**src/hdl/supervisor_pkg.sv**
```systemverilog
package supervisor_pkg;

	localparam int unsigned      CNT_W            = 32;
	localparam int unsigned      CAP_W            = 16;
	localparam int unsigned      FRAC_BITS        = 16;

	// Clock period of the free-running timing oscillator
	localparam longint unsigned  CLK_PERIOD_NS    = 25;

	// Typical times, as printed, in ns
	localparam longint unsigned  RESET_DELAY_NS   = 25_000_000;
	localparam longint unsigned  WINDOW_SHORT_NS  = 250_000_000;
	localparam longint unsigned  WINDOW_LONG_NS   = 2_500_000_000;
	localparam longint unsigned  BOUND_SS_LO_NS   = 7_860_000;
	localparam longint unsigned  BOUND_SS_HI_NS   = 2_000_000;
	localparam longint unsigned  BOUND_LS_LO_NS   = 78_200_000;
	localparam longint unsigned  BOUND_LS_HI_NS   = 19_600_000;
	localparam longint unsigned  CAP_STEP_NS      = 6_250_000;

	// Capacitor unit 15.55 pF in hundredths of a pF
	localparam longint unsigned  CAP_UNIT_CPF     = 1555;

	// Divisors 25.8 and 64.5 held in tenths
	localparam longint unsigned  RATIO_LO_X10     = 258;
	localparam longint unsigned  RATIO_HI_X10     = 645;

	// Cycle counts derived from the times
	localparam int unsigned RESET_DELAY_CYC = int'(RESET_DELAY_NS / CLK_PERIOD_NS);
	localparam int unsigned WINDOW_SHORT_CYC = int'(WINDOW_SHORT_NS / CLK_PERIOD_NS);
	localparam int unsigned WINDOW_LONG_CYC = int'(WINDOW_LONG_NS / CLK_PERIOD_NS);
	localparam int unsigned BOUND_SS_LO_CYC = int'(BOUND_SS_LO_NS / CLK_PERIOD_NS);
	localparam int unsigned BOUND_SS_HI_CYC = int'(BOUND_SS_HI_NS / CLK_PERIOD_NS);
	localparam int unsigned BOUND_LS_LO_CYC = int'(BOUND_LS_LO_NS / CLK_PERIOD_NS);
	localparam int unsigned BOUND_LS_HI_CYC = int'(BOUND_LS_HI_NS / CLK_PERIOD_NS);
	localparam int unsigned CAP_STEP_CYC = int'(CAP_STEP_NS / CLK_PERIOD_NS);
	localparam int unsigned CAP_PER_PF_CYC = int'(CAP_STEP_NS * 100 / (CLK_PERIOD_NS * CAP_UNIT_CPF));
	localparam int unsigned RATIO_LO_FRAC = int'((longint'(1) << FRAC_BITS) * 10 / RATIO_LO_X10);
	localparam int unsigned RATIO_HI_FRAC = int'((longint'(1) << FRAC_BITS) * 10 / RATIO_HI_X10);

	typedef logic [CNT_W-1:0] cnt_type;

	// Gray order along hold -> delay -> first window -> running window
	typedef enum logic [1:0] {
		ST_HOLD  = 2'b00,
		ST_DELAY = 2'b01,
		ST_FIRST = 2'b11,
		ST_RUN   = 2'b10
	} sup_state_type;

	// Multiply by a 16-bit fixed-point fraction
	function automatic cnt_type scale_frac(input cnt_type value, input int unsigned frac);
		logic [CNT_W+FRAC_BITS-1:0] prod;
		prod = {{FRAC_BITS{1'b0}}, value} * (CNT_W+FRAC_BITS)'(frac);
		return prod[CNT_W+FRAC_BITS-1:FRAC_BITS];
	endfunction

endpackage

```
**src/hdl/trigger_edge.sv**
```systemverilog
`timescale 1ns/100ps
module trigger_edge
	import supervisor_pkg::*;
(
	input  wire logic clk,        // Oscillator clock
	input  wire logic rst_n,      // Async reset, active low
	input  wire logic clk_en,     // Freezes state while low
	input  wire logic trig_in,    // Trigger from the processor
	output logic      rise_q      // One-cycle pulse per rising edge
);

	logic prev_q;
	logic prev_d;
	logic rise_d;

	always_comb
	begin
		prev_d = trig_in;
		rise_d = trig_in & ~prev_q;
	end

	always_ff @(posedge clk or negedge rst_n)
	begin
		if (!rst_n)
		begin
			prev_q <= 1'b0;
			rise_q <= 1'b0;
		end
		else if (clk_en)
		begin
			prev_q <= prev_d;
			rise_q <= rise_d;
		end
	end

	rise_once_a: assert property (@(posedge clk) disable iff (!rst_n)
		clk_en && rise_q |-> !trig_in || prev_q)
		else $error("edge pulse without a rising edge");

endmodule // trigger_edge

```
**src/hdl/window_limits.sv**
```systemverilog
`timescale 1ns/100ps
module window_limits
	import supervisor_pkg::*;
#(
	parameter int unsigned WIN_SHORT = WINDOW_SHORT_CYC,
	parameter int unsigned WIN_LONG  = WINDOW_LONG_CYC,
	parameter int unsigned B_SS_LO   = BOUND_SS_LO_CYC,
	parameter int unsigned B_SS_HI   = BOUND_SS_HI_CYC,
	parameter int unsigned B_LS_LO   = BOUND_LS_LO_CYC,
	parameter int unsigned B_LS_HI   = BOUND_LS_HI_CYC
)(
	input  wire logic             clk,            // Oscillator clock
	input  wire logic             rst_n,          // Async reset, active low
	input  wire logic             clk_en,         // Freezes state while low
	input  wire logic             capture,        // Follow straps while high
	input  wire logic             timeout_select, // Strap: long window
	input  wire logic             cap_mode,       // Strap: capacitor fitted
	input  wire logic [CAP_W-1:0] cap_pf,         // Capacitance in pF
	input  wire logic             ratio_select,   // Strap: narrow boundary
	output cnt_type               window_q,       // Window length, cycles
	output cnt_type               boundary_q      // Lower boundary, cycles
);

	cnt_type window_d;
	cnt_type boundary_d;
	cnt_type cap_window;

	always_comb
	begin
		// Typical capacitor window; spread of 0.75..1.25 is analog tolerance
		cap_window = CNT_W'(CAP_STEP_CYC) + CNT_W'(cap_pf) * CNT_W'(CAP_PER_PF_CYC);
		window_d   = window_q;
		boundary_d = boundary_q;
		if (capture)
		begin
			if (cap_mode)
			begin
				window_d   = cap_window;
				boundary_d = scale_frac(cap_window, ratio_select ? RATIO_HI_FRAC
					: RATIO_LO_FRAC);
			end
			else if (timeout_select)
			begin
				window_d   = CNT_W'(WIN_LONG);
				boundary_d = CNT_W'(ratio_select ? B_LS_HI : B_LS_LO);
			end
			else
			begin
				window_d   = CNT_W'(WIN_SHORT);
				boundary_d = CNT_W'(ratio_select ? B_SS_HI : B_SS_LO);
			end
		end
	end

	always_ff @(posedge clk or negedge rst_n)
	begin
		if (!rst_n)
		begin
			window_q   <= CNT_W'(WINDOW_SHORT_CYC);
			boundary_q <= CNT_W'(BOUND_SS_LO_CYC);
		end
		else if (clk_en)
		begin
			window_q   <= window_d;
			boundary_q <= boundary_d;
		end
	end

	straps_frozen_a: assert property (@(posedge clk) disable iff (!rst_n)
		!capture |=> $stable(window_q) && $stable(boundary_q))
		else $error("limits changed outside reset");

	long_window_a: assert property (@(posedge clk) disable iff (!rst_n)
		clk_en && capture && !cap_mode && timeout_select |=> window_q == CNT_W'(WIN_LONG))
		else $error("long window not selected");

	cap_boundary_a: assert property (@(posedge clk) disable iff (!rst_n)
		clk_en && capture && cap_mode |=> boundary_q < window_q)
		else $error("capacitor boundary not below window");

endmodule // window_limits

```
**src/hdl/window_watchdog_supervisor.sv**
```systemverilog
`timescale 1ns/100ps
module window_watchdog_supervisor
	import supervisor_pkg::*;
#(
	parameter int unsigned RESET_DELAY = RESET_DELAY_CYC,
	parameter int unsigned WIN_SHORT   = WINDOW_SHORT_CYC,
	parameter int unsigned WIN_LONG    = WINDOW_LONG_CYC,
	parameter int unsigned B_SS_LO     = BOUND_SS_LO_CYC,
	parameter int unsigned B_SS_HI     = BOUND_SS_HI_CYC,
	parameter int unsigned B_LS_LO     = BOUND_LS_LO_CYC,
	parameter int unsigned B_LS_HI     = BOUND_LS_HI_CYC
)(
	input  wire logic             clk,                 // Free-running oscillator
	input  wire logic             rst_n,               // Async reset, active low
	input  wire logic             clk_en,              // Freezes state while low
	input  wire logic             supply_good,         // Supply above supply_threshold
	input  wire logic             watchdog_trigger_in, // Trigger from processor
	input  wire logic             timeout_select,      // Strap: long window
	input  wire logic             timeout_cap_mode,    // Strap: capacitor fitted
	input  wire logic [CAP_W-1:0] timeout_cap_pf,      // Capacitance in pF
	input  wire logic             ratio_select,        // Strap: narrow boundary
	output logic                  reset_out_n,         // Reset level, low asserted
	output logic                  reset_oe_n,          // Open-drain enable, low drives
	output logic                  early_trigger_pulse, // Trigger inside boundary of a running window
	output logic                  timeout_pulse        // Window expired
);

	////////////////////////////////////////////////////////////////////////////
	// Trigger edge and window limits

	logic    trig_rise;
	cnt_type window_cyc;
	cnt_type boundary_cyc;

	trigger_edge u_edge (
		.clk     (clk),
		.rst_n   (rst_n),
		.clk_en  (clk_en),
		.trig_in (watchdog_trigger_in),
		.rise_q  (trig_rise)
	);

	// Straps follow only while reset is driven, so a live change cannot
	// move the window under a running program
	window_limits #(
		.WIN_SHORT (WIN_SHORT),
		.WIN_LONG  (WIN_LONG),
		.B_SS_LO   (B_SS_LO),
		.B_SS_HI   (B_SS_HI),
		.B_LS_LO   (B_LS_LO),
		.B_LS_HI   (B_LS_HI)
	) u_limits (
		.clk            (clk),
		.rst_n          (rst_n),
		.clk_en         (clk_en),
		.capture        (!reset_out_n),
		.timeout_select (timeout_select),
		.cap_mode       (timeout_cap_mode),
		.cap_pf         (timeout_cap_pf),
		.ratio_select   (ratio_select),
		.window_q       (window_cyc),
		.boundary_q     (boundary_cyc)
	);

	////////////////////////////////////////////////////////////////////////////
	// Supervisor state and shared timer

	sup_state_type state_q;
	sup_state_type state_d;
	cnt_type       cnt_q;
	cnt_type       cnt_d;
	logic          early_d;
	logic          tmo_d;
	logic          rst_rel_d;

	always_comb
	begin
		state_d = state_q;
		cnt_d   = cnt_q + 1'b1;
		early_d = 1'b0;
		tmo_d   = 1'b0;
		if (!supply_good)
		begin
			state_d = ST_HOLD;
			cnt_d   = '0;
		end
		else
		begin
			unique case (state_q)
				ST_HOLD:
				begin
					state_d = ST_DELAY;
					cnt_d   = '0;
				end
				ST_DELAY:
				begin
					if (cnt_q >= CNT_W'(RESET_DELAY) - 1'b1)
					begin
						state_d = ST_FIRST;
						cnt_d   = '0;
					end
				end
				ST_FIRST, ST_RUN:
				begin
					if (trig_rise)
					begin
						cnt_d = '0;
						if (state_q == ST_RUN && cnt_q < boundary_cyc)
						begin
							early_d = 1'b1;
							state_d = ST_DELAY;
						end
						else
						begin
							state_d = ST_RUN;
						end
					end
					else if (cnt_q >= window_cyc - 1'b1)
					begin
						tmo_d   = 1'b1;
						state_d = ST_DELAY;
						cnt_d   = '0;
					end
				end
			endcase
		end
		rst_rel_d = (state_d == ST_FIRST) || (state_d == ST_RUN);
	end

	always_ff @(posedge clk or negedge rst_n)
	begin
		if (!rst_n)
		begin
			state_q             <= ST_HOLD;
			cnt_q               <= '0;
			reset_out_n         <= 1'b0;
			reset_oe_n          <= 1'b0;
			early_trigger_pulse <= 1'b0;
			timeout_pulse       <= 1'b0;
		end
		else if (clk_en)
		begin
			state_q             <= state_d;
			cnt_q               <= cnt_d;
			reset_out_n         <= rst_rel_d;
			reset_oe_n          <= rst_rel_d;
			early_trigger_pulse <= early_d;
			timeout_pulse       <= tmo_d;
		end
	end

	////////////////////////////////////////////////////////////////////////////
	// Checks

	hold_asserted_a: assert property (@(posedge clk) disable iff (!rst_n)
		state_q == ST_HOLD |-> !reset_out_n && !reset_oe_n)
		else $error("reset released while supply low");

	supply_drop_a: assert property (@(posedge clk) disable iff (!rst_n)
		clk_en && !supply_good |=> !reset_out_n ##0 state_q == ST_HOLD)
		else $error("supply drop did not assert reset");

	release_delay_a: assert property (@(posedge clk) disable iff (!rst_n)
		$rose(reset_out_n) |-> $past(state_q) == ST_DELAY
			&& $past(cnt_q) == CNT_W'(RESET_DELAY) - 1'b1)
		else $error("reset released before delay end");

	good_release_a: assert property (@(posedge clk) disable iff (!rst_n)
		clk_en && supply_good && state_q == ST_DELAY
			&& cnt_q == CNT_W'(RESET_DELAY) - 1'b1 |=> reset_out_n)
		else $error("reset not released after delay");

	timer_clear_a: assert property (@(posedge clk) disable iff (!rst_n)
		clk_en && supply_good && state_q == ST_RUN && trig_rise
			&& cnt_q >= boundary_cyc |=> cnt_q == '0 && reset_out_n)
		else $error("trigger did not restart the window");

	first_window_a: assert property (@(posedge clk) disable iff (!rst_n)
		clk_en && supply_good && state_q == ST_FIRST && trig_rise
			|=> state_q == ST_RUN && reset_out_n && !early_trigger_pulse)
		else $error("first window trigger rejected");

	early_trigger_a: assert property (@(posedge clk) disable iff (!rst_n)
		clk_en && supply_good && state_q == ST_RUN && trig_rise && cnt_q < boundary_cyc
			|=> early_trigger_pulse && !reset_out_n && state_q == ST_DELAY)
		else $error("early trigger not punished");

	timeout_reset_a: assert property (@(posedge clk) disable iff (!rst_n)
		clk_en && supply_good && (state_q == ST_FIRST || state_q == ST_RUN) && !trig_rise
			&& cnt_q >= window_cyc - 1'b1 |=> timeout_pulse && !reset_out_n)
		else $error("window expiry not punished");

	violation_delay_a: assert property (@(posedge clk) disable iff (!rst_n)
		early_trigger_pulse || timeout_pulse |-> state_q == ST_DELAY && cnt_q == '0)
		else $error("violation skipped the release delay");

	////////////////////////////////////////////////////////////////////////////
	// Output shape and counter range

	// The pin enable must never disagree with the level, or the pin floats
	oe_follows_a: assert property (@(posedge clk) disable iff (!rst_n)
		reset_oe_n == reset_out_n)
		else $error("drive enable differs from reset level");

	pulse_excl_a: assert property (@(posedge clk) disable iff (!rst_n)
		!(early_trigger_pulse && timeout_pulse))
		else $error("both violation pulses at once");

	early_once_a: assert property (@(posedge clk) disable iff (!rst_n)
		clk_en && early_trigger_pulse |=> !early_trigger_pulse)
		else $error("early pulse longer than one cycle");

	tmo_once_a: assert property (@(posedge clk) disable iff (!rst_n)
		clk_en && timeout_pulse |=> !timeout_pulse)
		else $error("timeout pulse longer than one cycle");

	delay_holds_a: assert property (@(posedge clk) disable iff (!rst_n)
		state_q == ST_DELAY |-> !reset_out_n)
		else $error("reset released during delay");

	run_released_a: assert property (@(posedge clk) disable iff (!rst_n)
		state_q == ST_FIRST || state_q == ST_RUN |-> reset_out_n)
		else $error("reset held while watching");

	delay_count_a: assert property (@(posedge clk) disable iff (!rst_n)
		state_q == ST_DELAY |-> cnt_q < CNT_W'(RESET_DELAY))
		else $error("delay counter overran");

	// Counter can reach window-1 at most; a trigger there is still in time
	window_count_a: assert property (@(posedge clk) disable iff (!rst_n)
		state_q == ST_FIRST || state_q == ST_RUN |-> cnt_q < window_cyc)
		else $error("window counter overran");

	hold_entry_a: assert property (@(posedge clk) disable iff (!rst_n)
		clk_en && !supply_good |=> cnt_q == '0)
		else $error("supply drop left timer running");

	hold_leave_a: assert property (@(posedge clk) disable iff (!rst_n)
		clk_en && supply_good && state_q == ST_HOLD
			|=> state_q == ST_DELAY && cnt_q == '0)
		else $error("delay did not start from zero");

	first_entry_a: assert property (@(posedge clk) disable iff (!rst_n)
		clk_en && supply_good && state_q == ST_DELAY
			&& cnt_q == CNT_W'(RESET_DELAY) - 1'b1 |=> state_q == ST_FIRST && cnt_q == '0)
		else $error("release did not open a first window");

	freeze_a: assert property (@(posedge clk) disable iff (!rst_n)
		!clk_en |=> $stable(state_q) && $stable(cnt_q) && $stable(reset_out_n))
		else $error("state moved while clock enable low");

	count_step_a: assert property (@(posedge clk) disable iff (!rst_n)
		clk_en && supply_good && state_q == ST_RUN && !trig_rise
			&& cnt_q < window_cyc - 1'b1 |=> cnt_q == $past(cnt_q) + 1'b1)
		else $error("window counter skipped a cycle");

	accepted_quiet_a: assert property (@(posedge clk) disable iff (!rst_n)
		clk_en && supply_good && state_q == ST_RUN && trig_rise
			&& cnt_q >= boundary_cyc |=> !early_trigger_pulse && !timeout_pulse)
		else $error("good trigger flagged as violation");

	hold_quiet_a: assert property (@(posedge clk) disable iff (!rst_n)
		state_q == ST_HOLD |-> !early_trigger_pulse && !timeout_pulse)
		else $error("violation pulse while supply low");

	// A boundary at or above the window would make every running-window trigger early
	boundary_below_a: assert property (@(posedge clk) disable iff (!rst_n)
		boundary_cyc < window_cyc)
		else $error("lower boundary not below window");

	release_c: cover property (@(posedge clk) disable iff (!rst_n) $rose(reset_out_n));
	accept_c:  cover property (@(posedge clk) disable iff (!rst_n)
		state_q == ST_RUN && trig_rise && cnt_q >= boundary_cyc);
	early_c:   cover property (@(posedge clk) disable iff (!rst_n) early_trigger_pulse);
	timeout_c: cover property (@(posedge clk) disable iff (!rst_n) timeout_pulse);
	first_c:   cover property (@(posedge clk) disable iff (!rst_n)
		state_q == ST_FIRST && trig_rise);

endmodule // window_watchdog_supervisor

```
**config.mk**
```make
export PLATFORM = sky130hd
export DESIGN_NAME = window_watchdog_supervisor
export DESIGN_NICKNAME = d
export VERILOG_FILES = /design/src/hdl/supervisor_pkg.sv /design/src/hdl/trigger_edge.sv /design/src/hdl/window_limits.sv /design/src/hdl/window_watchdog_supervisor.sv
export SDC_FILE = /design/constraint.sdc
export NUM_CORES = 1
export LEC_CHECK = 0
export BUFFER_PORTS_ARGS = -buffer_cell sky130_fd_sc_hd__buf_4
export CAP_MARGIN = 10
export CORE_MARGIN = 1
export CORE_UTILIZATION = 50
export DETAILED_ROUTE_END_ITERATION = 10
export HOLD_SLACK_MARGIN = 0.06
export PLACE_DENSITY = 0.78
export SYNTH_ARGS = -nofsm -noshare
export SYNTH_HDL_FRONTEND = slang
export SYNTH_SLANG_ARGS = --single-unit
```
**constraint.sdc**
```tcl
create_clock -name clk -period 6.52 [get_ports clk]
set_clock_uncertainty 0.2 [all_clocks]
set_input_delay 0.326 -clock clk [delete_from_list [all_inputs] [get_ports clk]]
set_output_delay 0.326 -clock clk [all_outputs]
set_load 0.005 [all_outputs]
```
==> results of run 1 <==
repair_timing:
action / in CTS / in global routing
buffers inserted: 18 / 13
endpoints found under the setup margin: 28 / 28
hold buffers: 2 / 0
pin swaps: 101 / 58
hold endpoints to repair: 30 / 0
gates resized for setup: 84 / 69
sequential cells by signal, indices dropped and copies added (netlist names):
name,flops
cnt_q,32
u_limits.window_q,32
u_limits.boundary_q,29
state_q,2
early_trigger_pulse,1
reset_oe_n,1
timeout_pulse,1
u_edge.prev_q,1
u_edge.rise_q,1
cell usage in the layout (no fill, tap or decap), types with 10 or more instances in the layout:
cell	instances
a21o_1	55
a21oi_1	69
a21oi_2	16
a31oi_1	27
and3_1	18
buf_4	334
buf_6	23
conb_1	29
dfrtp_1	86
dfstp_2	14
fa_1	283
fa_2	11
ha_1	262
ha_4	33
inv_1	391
inv_2	34
nand2_1	99
nand3_1	28
nand4_1	22
nor2_1	111
nor3_1	19
nor4_1	13
o21ai_0	75
o22ai_1	11
o31ai_1	10
xnor2_1	38
xnor2_2	16
xor2_1	20
xor2_2	10
cells by family after synthesis:
logic type / count (synthesis) / share of synthesized area (%)
buffers and inverters: 476 / 9.30
other: 2 / 0.0388
DFF: 100 / 13.0
AOI/OAI and AO/OA: 397 / 13.4
xor gates and xnor gates: 87 / 3.97
adders and majority gates: 590 / 49.5
and+or+nand+nor: 410 / 10.6
muxes: 3 / 0.155
through the flow:
step	hold WS [ns]	cells	area, um^2	setup slack, ns
global placement	0.0688	2888	23100	-3.63
floorplan	-0.170	2092	20100	-3.28
global route	0.192	2932	24300	-3.73
CTS	0.171	2923	23900	-3.33
detailed placement	0.0754	2888	23100	-3.91
finish	0.190	2932	24300	-3.39
worst reg2reg max path, delay by kind of cell (launching register included):
family,cells,cell delay (ns)
XOR/XNOR,1,0.16
adder cells (fa/ha/maj),1,0.30
flip-flops,1,0.43
AO/OA/AOI/OAI,8,1.36
buffers and inverters,1,0.32
AND/OR/NAND/NOR,9,2.36
path summary, 6_finish.rpt:
kind | from | endpoint | slack, ns | depth (start not counted)
worst max-delay path | timeout_cap_pf[0] | u_limits.boundary_q[21] | -3.39 | 38
worst min-delay path | supply_good | state_q[1] | 0.19 | 2
worst max register to register | u_limits.window_q[5] | cnt_q[12] | 1.31 | 20
worst min register to register | u_edge.prev_q | u_edge.rise_q | 0.29 | 1
max in group asynchronous | rst_n | u_limits.boundary_q[19] | 4.67 | 3
min in group asynchronous | rst_n | cnt_q[0] | 0.23 | 2
area by class of cell:
cell class                 count  area share, %
multi-input combinational   1516           67.6
timing repair buffer         361           11.6
sequential                   100           10.4
tap                          511           2.63
clock buffer                   9          0.927
clock inverter                 7          0.232
inverter                     428           6.63
routing by layer:
layer,up-vias,wire length [um],part of all wire [%]
met5,-,11,0.022
met4,2,1140,2.3
met3,89,2050,4.2
met2,448,25400,52
met1,7885,20500,42
li1,7504,-,-
==> summary.md, run 1 <==
| Metric | Value |
|---|---|
| Largest net degree at the start of global routing | between 70 and 80 |
| Ports | 28 |
| Met1 track demand over resource | 32.9% |
| Clock root cell | clkbuf_16 |
| Top cell by count, worst path | fa_1 |
| Initial antenna violation count | 1 |
| Area growth, synth to finish | 25.4% |
| Via/cell ratio | 5.43 |
| Ys Warns | 0 |
| Critical Path Fanout Max | 5 |
| Cell taking the most area after synthesis | fa_1 |
| Multi-input logic area | 0.0164 mm^2 |
| Unique masters post-synth | 82 |
| Seq/Total Area, Yosys | 13.0% |
| Port Buf Inserts | 27 |
| Fin. Hold Viols | 0 |
| Avg Inst Size Synth | 9.38 um^2 |
| Max-slew headroom | approximately 33% |
| M3 GR Usage | about 1.6% |
| EDFF count, synth | 0 |
| Synth cell count leaders | inv_1 (426), ha_1 (296), fa_1 (294) |
| First-pass GRT wire length | between 80,000 and 90,000 um |
| Longest Clk Path Bufs | 2 |
| Die height | 199 um |
| TritonCTS clock tree | done |
| Crit. End Element | flip-flop |
| Gate count of the mapped netlist | 2,065 |
| Detailed Place HPWL | 40,900 um |
| Filler cells | 2,855 |
| Antenna Nets Post-Route | 0 |
| DRC | 0 |
| Row count | 71 |
| Post-synth ARST share | 100% |
| Area contributors post-synth | fa_1 (30%), ha_1 (19%), dfrtp_1 (11%) |
| Clk_lat worst skew | 0.35 ns |
| Most common cell in the netlist | inv_1 |
| Number of max-cap violations | 0 |
| Via count | ~16,000 |
| Max incr delay on CP | 0.57 ns |
| Initial Util | 51.1% |
| Total Die Area | 0.0395 mm^2 |
| Number of DRC markers in iteration 0 | 692 |
| Layout cells sized above 1 | 25.4% |
| Final worst slack | -3.39 ns |
| Post-layout minimum cycle time | 9.91 ns |
| Horiz. Die Dim | 199 um |
| Post-synth top area share | 30.4% |
| Diodes inserted | 0 |
| # setup viols final | 28 |
| Routed Wire Length | between 40,000 and 50,000 um |
| CP max-delay cell | fa_1 |
| Hold Path Class | primary input to flip-flop |
| Grt peak-use layer | met2 |
| Nets | around 3,000 |
| Wire per inst | ~17 um |
| Final period util | 152% |
| CP bufs+invs | 8 |
| Least-Margin Pin Slew | between 1 and 1.5 ns |
| Violated checks | negative setup slack |
| Clock slew at reported path FFs | roughly 0.080 ns |
| Register bit total from synthesis | 100 |
| Final Max Tran Viols | 0 |
| GRT Residual Overflow | 0 |
| Cell area after synthesis | 0.0194 mm^2 |
| Status | finished with violations |
| Max Freq | 101 MHz |
| RSZ-0062 raised after global routing | true |
| CTS buffer count | 9 |
| CTS Sinks | 100 |
| Critical Path Start Type | primary input |
| DRT Pass-1 Iters | 5 |
| Htree depth | 3 |
| All-layer global routing usage | between 20% and 30% |
| Core box area | 0.0379 mm^2 |
| Register cell area after layout | 0.00252 mm^2 |
| Main synth FF type | dfrtp_1 |
| Crit Path Class | primary input to flip-flop |
| M2 GR Usage | 47.5% |
| Cell family with most CP delay | adder cells |
| Number of global-route vias before repair | 17,072 |
| Worst EP required | 6.56 ns |
| Fin Setup TNS | -82.44 ns |
| WP data arrival | approximately 10 ns |
| Placer's final routability congestion estimate | 0.905 |
| Final Util | 64.1% |
Power of run 1 is not shown: default switching activity piles up to over one toggle a cycle in this logic, so the estimate is an artifact.
==> inputs of run 2 (changes only) <==
--- a/config.mk
+++ b/config.mk
@@ -9,7 +9,9 @@
 export CAP_MARGIN = 10
 export CORE_MARGIN = 1
 export CORE_UTILIZATION = 50
+export CTS_BUF_LIST = sky130_fd_sc_hd__clkbuf_8
 export DETAILED_ROUTE_END_ITERATION = 10
+export GPL_ROUTABILITY_DRIVEN = 0
 export HOLD_SLACK_MARGIN = 0.06
 export PLACE_DENSITY = 0.78
 export SYNTH_ARGS = -nofsm -noshare
==> summary.md, run 2 (same netlist as run 1, synthesis figures left out) <==
| Metric | Value |
|---|---|
| Longest Clk Path Bufs | 2 |
| Top cell by count, worst path | fa_1 |
| Number of max-cap violations | 0 |
| Commonest non-fill, non-tap cell in the layout | inv_1 |
| DRC | 0 |
| Dpl cell area | ~0.023 mm^2 |
| Die height | about 200 um |
| Fin. Hold Viols | 0 |
| Horiz. Die Dim | about 200 um |
| Final Max Tran Viols | 0 |
| Crit. End Element | flip-flop |
| Critical Path Fanout Max | 5 |
| Max Freq | slightly below 100 MHz |
| Diodes inserted | 0 |
| Clock slew at reported path FFs | 0.10 ns |
| Largest net degree at the start of global routing | 69 |
| WP data arrival | 10.26 ns |
| RSZ-0062 raised after global routing | true |
| CTS Sinks | 100 |
| Post-place setup slack | -3.88 ns |
| Filler cells | between 2,000 and 3,000 |
| Htree depth | 3 |
| Layout cells sized above 1 | 26.9% |
| Critical Path Start Type | primary input |
| Via count | 16,384 |
| Number of DRC markers in iteration 0 | around 830 |
| GRT Residual Overflow | 0 |
| Row count | just over 70 |
| Violated checks | negative setup slack |
| Initial Util | 51.1% |
| Post-layout minimum cycle time | 10.20 ns |
| Total Die Area | 0.0395 mm^2 |
| Most frequent cells in the layout | inv_1 (386), buf_4 (332), fa_1 (282) |
| Antenna Nets Post-Route | 0 |
| Max-slew headroom | 19.5% |
| TritonCTS clock tree | done |
| Initial antenna violation count | 0 |
| # setup viols final | 28 |
| CTS buffer count | 9 |
| Finished Cell Area | 0.0245 mm^2 |
| Least-Margin Pin Slew | 1.20 ns |
| DRT Pass-1 Iters | 8 |
| Worst EP required | 6.58 ns |
| Core box area | between 0.03 and 0.04 mm^2 |
| Final period util | 156% |
| All-layer global routing usage | a little over a quarter |
| Area growth, synth to finish | 26.6% |
| Ports | 28 |
| Crit Path Class | primary input to flip-flop |
| Clk_lat worst skew | between 0.3 and 0.4 ns |
| Largest registers | cnt_q x32, u_limits.window_q x32, u_limits.boundary_q x29 |
| Number of global-route vias before repair | 17,383 |
| Max incr delay on CP | approximately 0.56 ns |
| Nets | 3,043 |
| Final Util | 64.7% |
| First-pass GRT wire length | approximately 84,000 um |
| Status | finished with violations |
| Fin Setup TNS | -85.19 ns |
| CP max-delay cell | fa_1 |
| Clock root cell | clkbuf_8 |
| Wire per inst | ~18 um |
| Port Buf Inserts | 27 |
| Hold Path Class | primary input to flip-flop |
| Detailed Place HPWL | 41,100 um |
| Via/cell ratio | 5.56 |
| Final worst slack | -3.68 ns |
| Routed Wire Length | 52,700 um |
run 2: changes by cell type in the layout (fill, tap and decap cells not counted), sizes merged:
| cell | previous run | this run |
|---|---|---|
| clkinvlp | 0 | 3 |
| clkinv | 5 | 2 |
| bufinv | 0 | 2 |
| buf | 359 | 372 |
| inv | 430 | 428 |
run 2: path summary, 6_finish.rpt:
check	from	endpoint	slack, ns	cells after the start
worst max-delay path	timeout_cap_pf[2]	u_limits.boundary_q[21]	-3.68	38
worst min-delay path	supply_good	state_q[1]	0.15	2
worst max register to register	u_limits.window_q[3]	cnt_q[12]	1.21	20
worst min register to register	u_edge.prev_q	u_edge.rise_q	0.28	1
max in group asynchronous	rst_n	u_limits.boundary_q[22]	4.71	3
min in group asynchronous	rst_n	cnt_q[6]	0.23	2
run 2: stage by stage:
stage | cells | hold slack [ns]
2_1_floorplan | 2092 | -0.170
3_3_place_gp | 2887 | 0.110
3_5_place_dp | 2887 | 0.112
4_1_cts | 2922 | 0.125
5_1_grt | 2945 | 0.144
6_report | 2945 | 0.154
run 2: per-layer routing:
metal / share of wire, % / routed length (um) / vias up / track usage (%)
met5: 0 / 0 / - / 0
met4: 4.0 / 2090 / 0 / 8.35
met3: 5.2 / 2740 / 142 / 1.75
met2: 51 / 26800 / 551 / 48.7
met1: 40 / 21000 / 8165 / 33.4
li1: - / - / 7526 / -
run 2: cell type report:
cell class,count,area (um^2),share of cell area (%)
tap,511,639,2.61
inverter,428,1610,6.58
multi-input combinational,1516,16500,67.4
clock inverter,7,97.6,0.398
clock buffer,9,124,0.505
sequential,100,2520,10.3
timing repair buffer,374,3020,12.3
run 2: critical path: cells and delay by family:
kind            cells  cell delay [ns]
fa+ha+maj          13             6.20
compound gates     10             2.21
simple gates        5             0.71
mux                 1             0.12
buf+inv             8             0.46
xor+xnor            1             0.25
run 2: repair_timing:
item,in CTS,in global routing
endpoints found under the setup margin,28,28
gates resized for setup,128,76
hold endpoints to repair,37,0
buffers inserted,25,33
hold buffers,2,0
pin swaps,76,109
Power of run 2 is left out for the same reason.
==> inputs of run 3 (changes only) <==
==> constraint.sdc (replaced) <==
create_clock -name clk -period 12.8 [get_ports clk]
set_clock_uncertainty 0.2 [all_clocks]
set_input_delay 0.64 -clock clk [delete_from_list [all_inputs] [get_ports clk]]
set_output_delay 0.64 -clock clk [all_outputs]
set_load 0.005 [all_outputs]
==> summary.md, run 3 (same netlist as run 1, synthesis figures left out) <==
| Metric | Value |
|---|---|
| Status | complete, no violations |
| CTS Sinks | 100 |
| Core box area | roughly 0.038 mm^2 |
| Initial Util | 51.1% |
| Total Die Area | 0.0395 mm^2 |
| Clk_lat worst skew | 0.40 ns |
| PostCTS Resize Cnt | 0 |
| Post-CTS Setup Inserts | 0 |
| Final period util | 91.1% |
| Nets | ~2,700 |
| Cell family with most CP delay | adder cells |
| DRT Pass-1 Iters | 8 |
| Register cell area after layout | roughly 0.0025 mm^2 |
| Commonest non-fill, non-tap cell in the layout | inv_1 |
| Max incr delay on CP | 0.72 ns |
| Die height | between 150 and 200 um |
| WP data arrival | 11.72 ns |
| Critical Path Start Type | primary input |
| Clock slew at reported path FFs | 0.11 ns |
| Antenna Nets Post-Route | 0 |
| Horiz. Die Dim | a little under 200 um |
| Fin Setup TNS | 0 ns |
| Wire per inst | 16.8 um |
| Area growth, synth to finish | 5.48% |
| CP bufs+invs | 9 |
| Hold Path Class | flip-flop to flip-flop |
| Diodes inserted | 0 |
| Most frequent cells in the layout | inv_1 (426), ha_1 (296), fa_1 (294) |
| Ports | 28 |
| Largest net degree at the start of global routing | 78 |
| Fin. Hold Viols | 0 |
| Hold_buf cts | 1 |
| Number of global-route vias before repair | roughly 15,000 |
| Crit. End Element | flip-flop |
| GRT Residual Overflow | 0 |
| Largest registers | cnt_q x32, u_limits.window_q x32, u_limits.boundary_q x29 |
| Longest Clk Path Bufs | 2 |
| Via count | 14,496 |
| Via/cell ratio | roughly 5.6 |
| Max-slew headroom | 21.7% |
| RSZ-0062 raised after global routing | false |
| Number of max-cap violations | 0 |
| Detailed Place HPWL | ~37,000 um |
| Row count | 71 |
| Port Buf Inserts | 27 |
| CTS buffer count | 9 |
| Post-layout minimum cycle time | 11.66 ns |
| Htree depth | 3 |
| Top cell by count, worst path | fa_1 |
| Number of DRC markers in iteration 0 | 818 |
| Layout cells sized above 1 | under 10% |
| # setup viols final | 0 |
| TritonCTS clock tree | done |
| Filler cells | 3,289 |
| All-layer global routing usage | 23.5% |
| Least-Margin Pin Slew | 1.17 ns |
| Clock root cell | clkbuf_8 |
| Critical Path Fanout Max | 13 |
| CP max-delay cell | a2111oi_0 |
| DRC | 0 |
| Worst EP required | 12.87 ns |
| Final Max Tran Viols | 0 |
| Max Freq | 85.8 MHz |
| Routed Wire Length | ~44,000 um |
| Crit Path Class | primary input to flip-flop |
| Multi-input logic area | 0.0152 mm^2 |
| Initial antenna violation count | 0 |
| First-pass GRT wire length | 74,300 um |
## run 3: cell count changes in the layout (fill, tap and decap cells not counted), sizes merged
cell	delta
buf	-337
clkinv	+2
clkinvlp	-3
dlygate4sd3	-1
inv	+1
## run 3: path summary, 6_finish.rpt
| check | from | end | slack [ns] | cells past startpoint |
|---|---|---|---|---|
| hold / removal | u_edge.prev_q | u_edge.rise_q | 0.27 | 1 |
| setup / recovery | timeout_cap_pf[0] | u_limits.boundary_q[19] | 1.14 | 35 |
| max in group asynchronous | rst_n | u_limits.boundary_q[19] | 10.69 | 3 |
| hold reg to reg | u_edge.prev_q | u_edge.rise_q | 0.27 | 1 |
| setup reg to reg | u_limits.window_q[5] | cnt_q[3] | 7.56 | 20 |
| min in group asynchronous | rst_n | cnt_q[10] | 0.51 | 2 |
## run 3: cell type report
type / instances / area share [%]
multi-input cells: 1516 / 74.2
repair buffers: 36 / 1.33
clock buffers: 9 / 0.606
well taps: 511 / 3.13
inverters: 428 / 7.86
flip-flops and latches: 100 / 12.3
clock inverters: 7 / 0.569
## run 3: routing by layer
metal,vias up,share of wire [%],global-route usage [%]
met5,-,0,0
met2,417,49,40.8
met3,70,4.8,2.07
met4,0,2.2,6.52
li1,6860,-,-
met1,7149,44,31.3
## run 3: stage by stage
step           setup WS, ns  utilization, %  cells  cell area (um^2)  hold slack (ns)
6_report               1.14            53.9   2607             20400            0.270
5_1_grt               0.470            53.9   2607             20400            0.292
4_1_cts                1.17            53.9   2607             20400            0.279
3_5_place_dp          0.774            53.2   2590             20200            0.267
3_3_place_gp           1.18            53.2   2590             20200            0.250
2_1_floorplan          1.93               -   2092             19500            0.144
Power of run 3 is left out for the same reason.
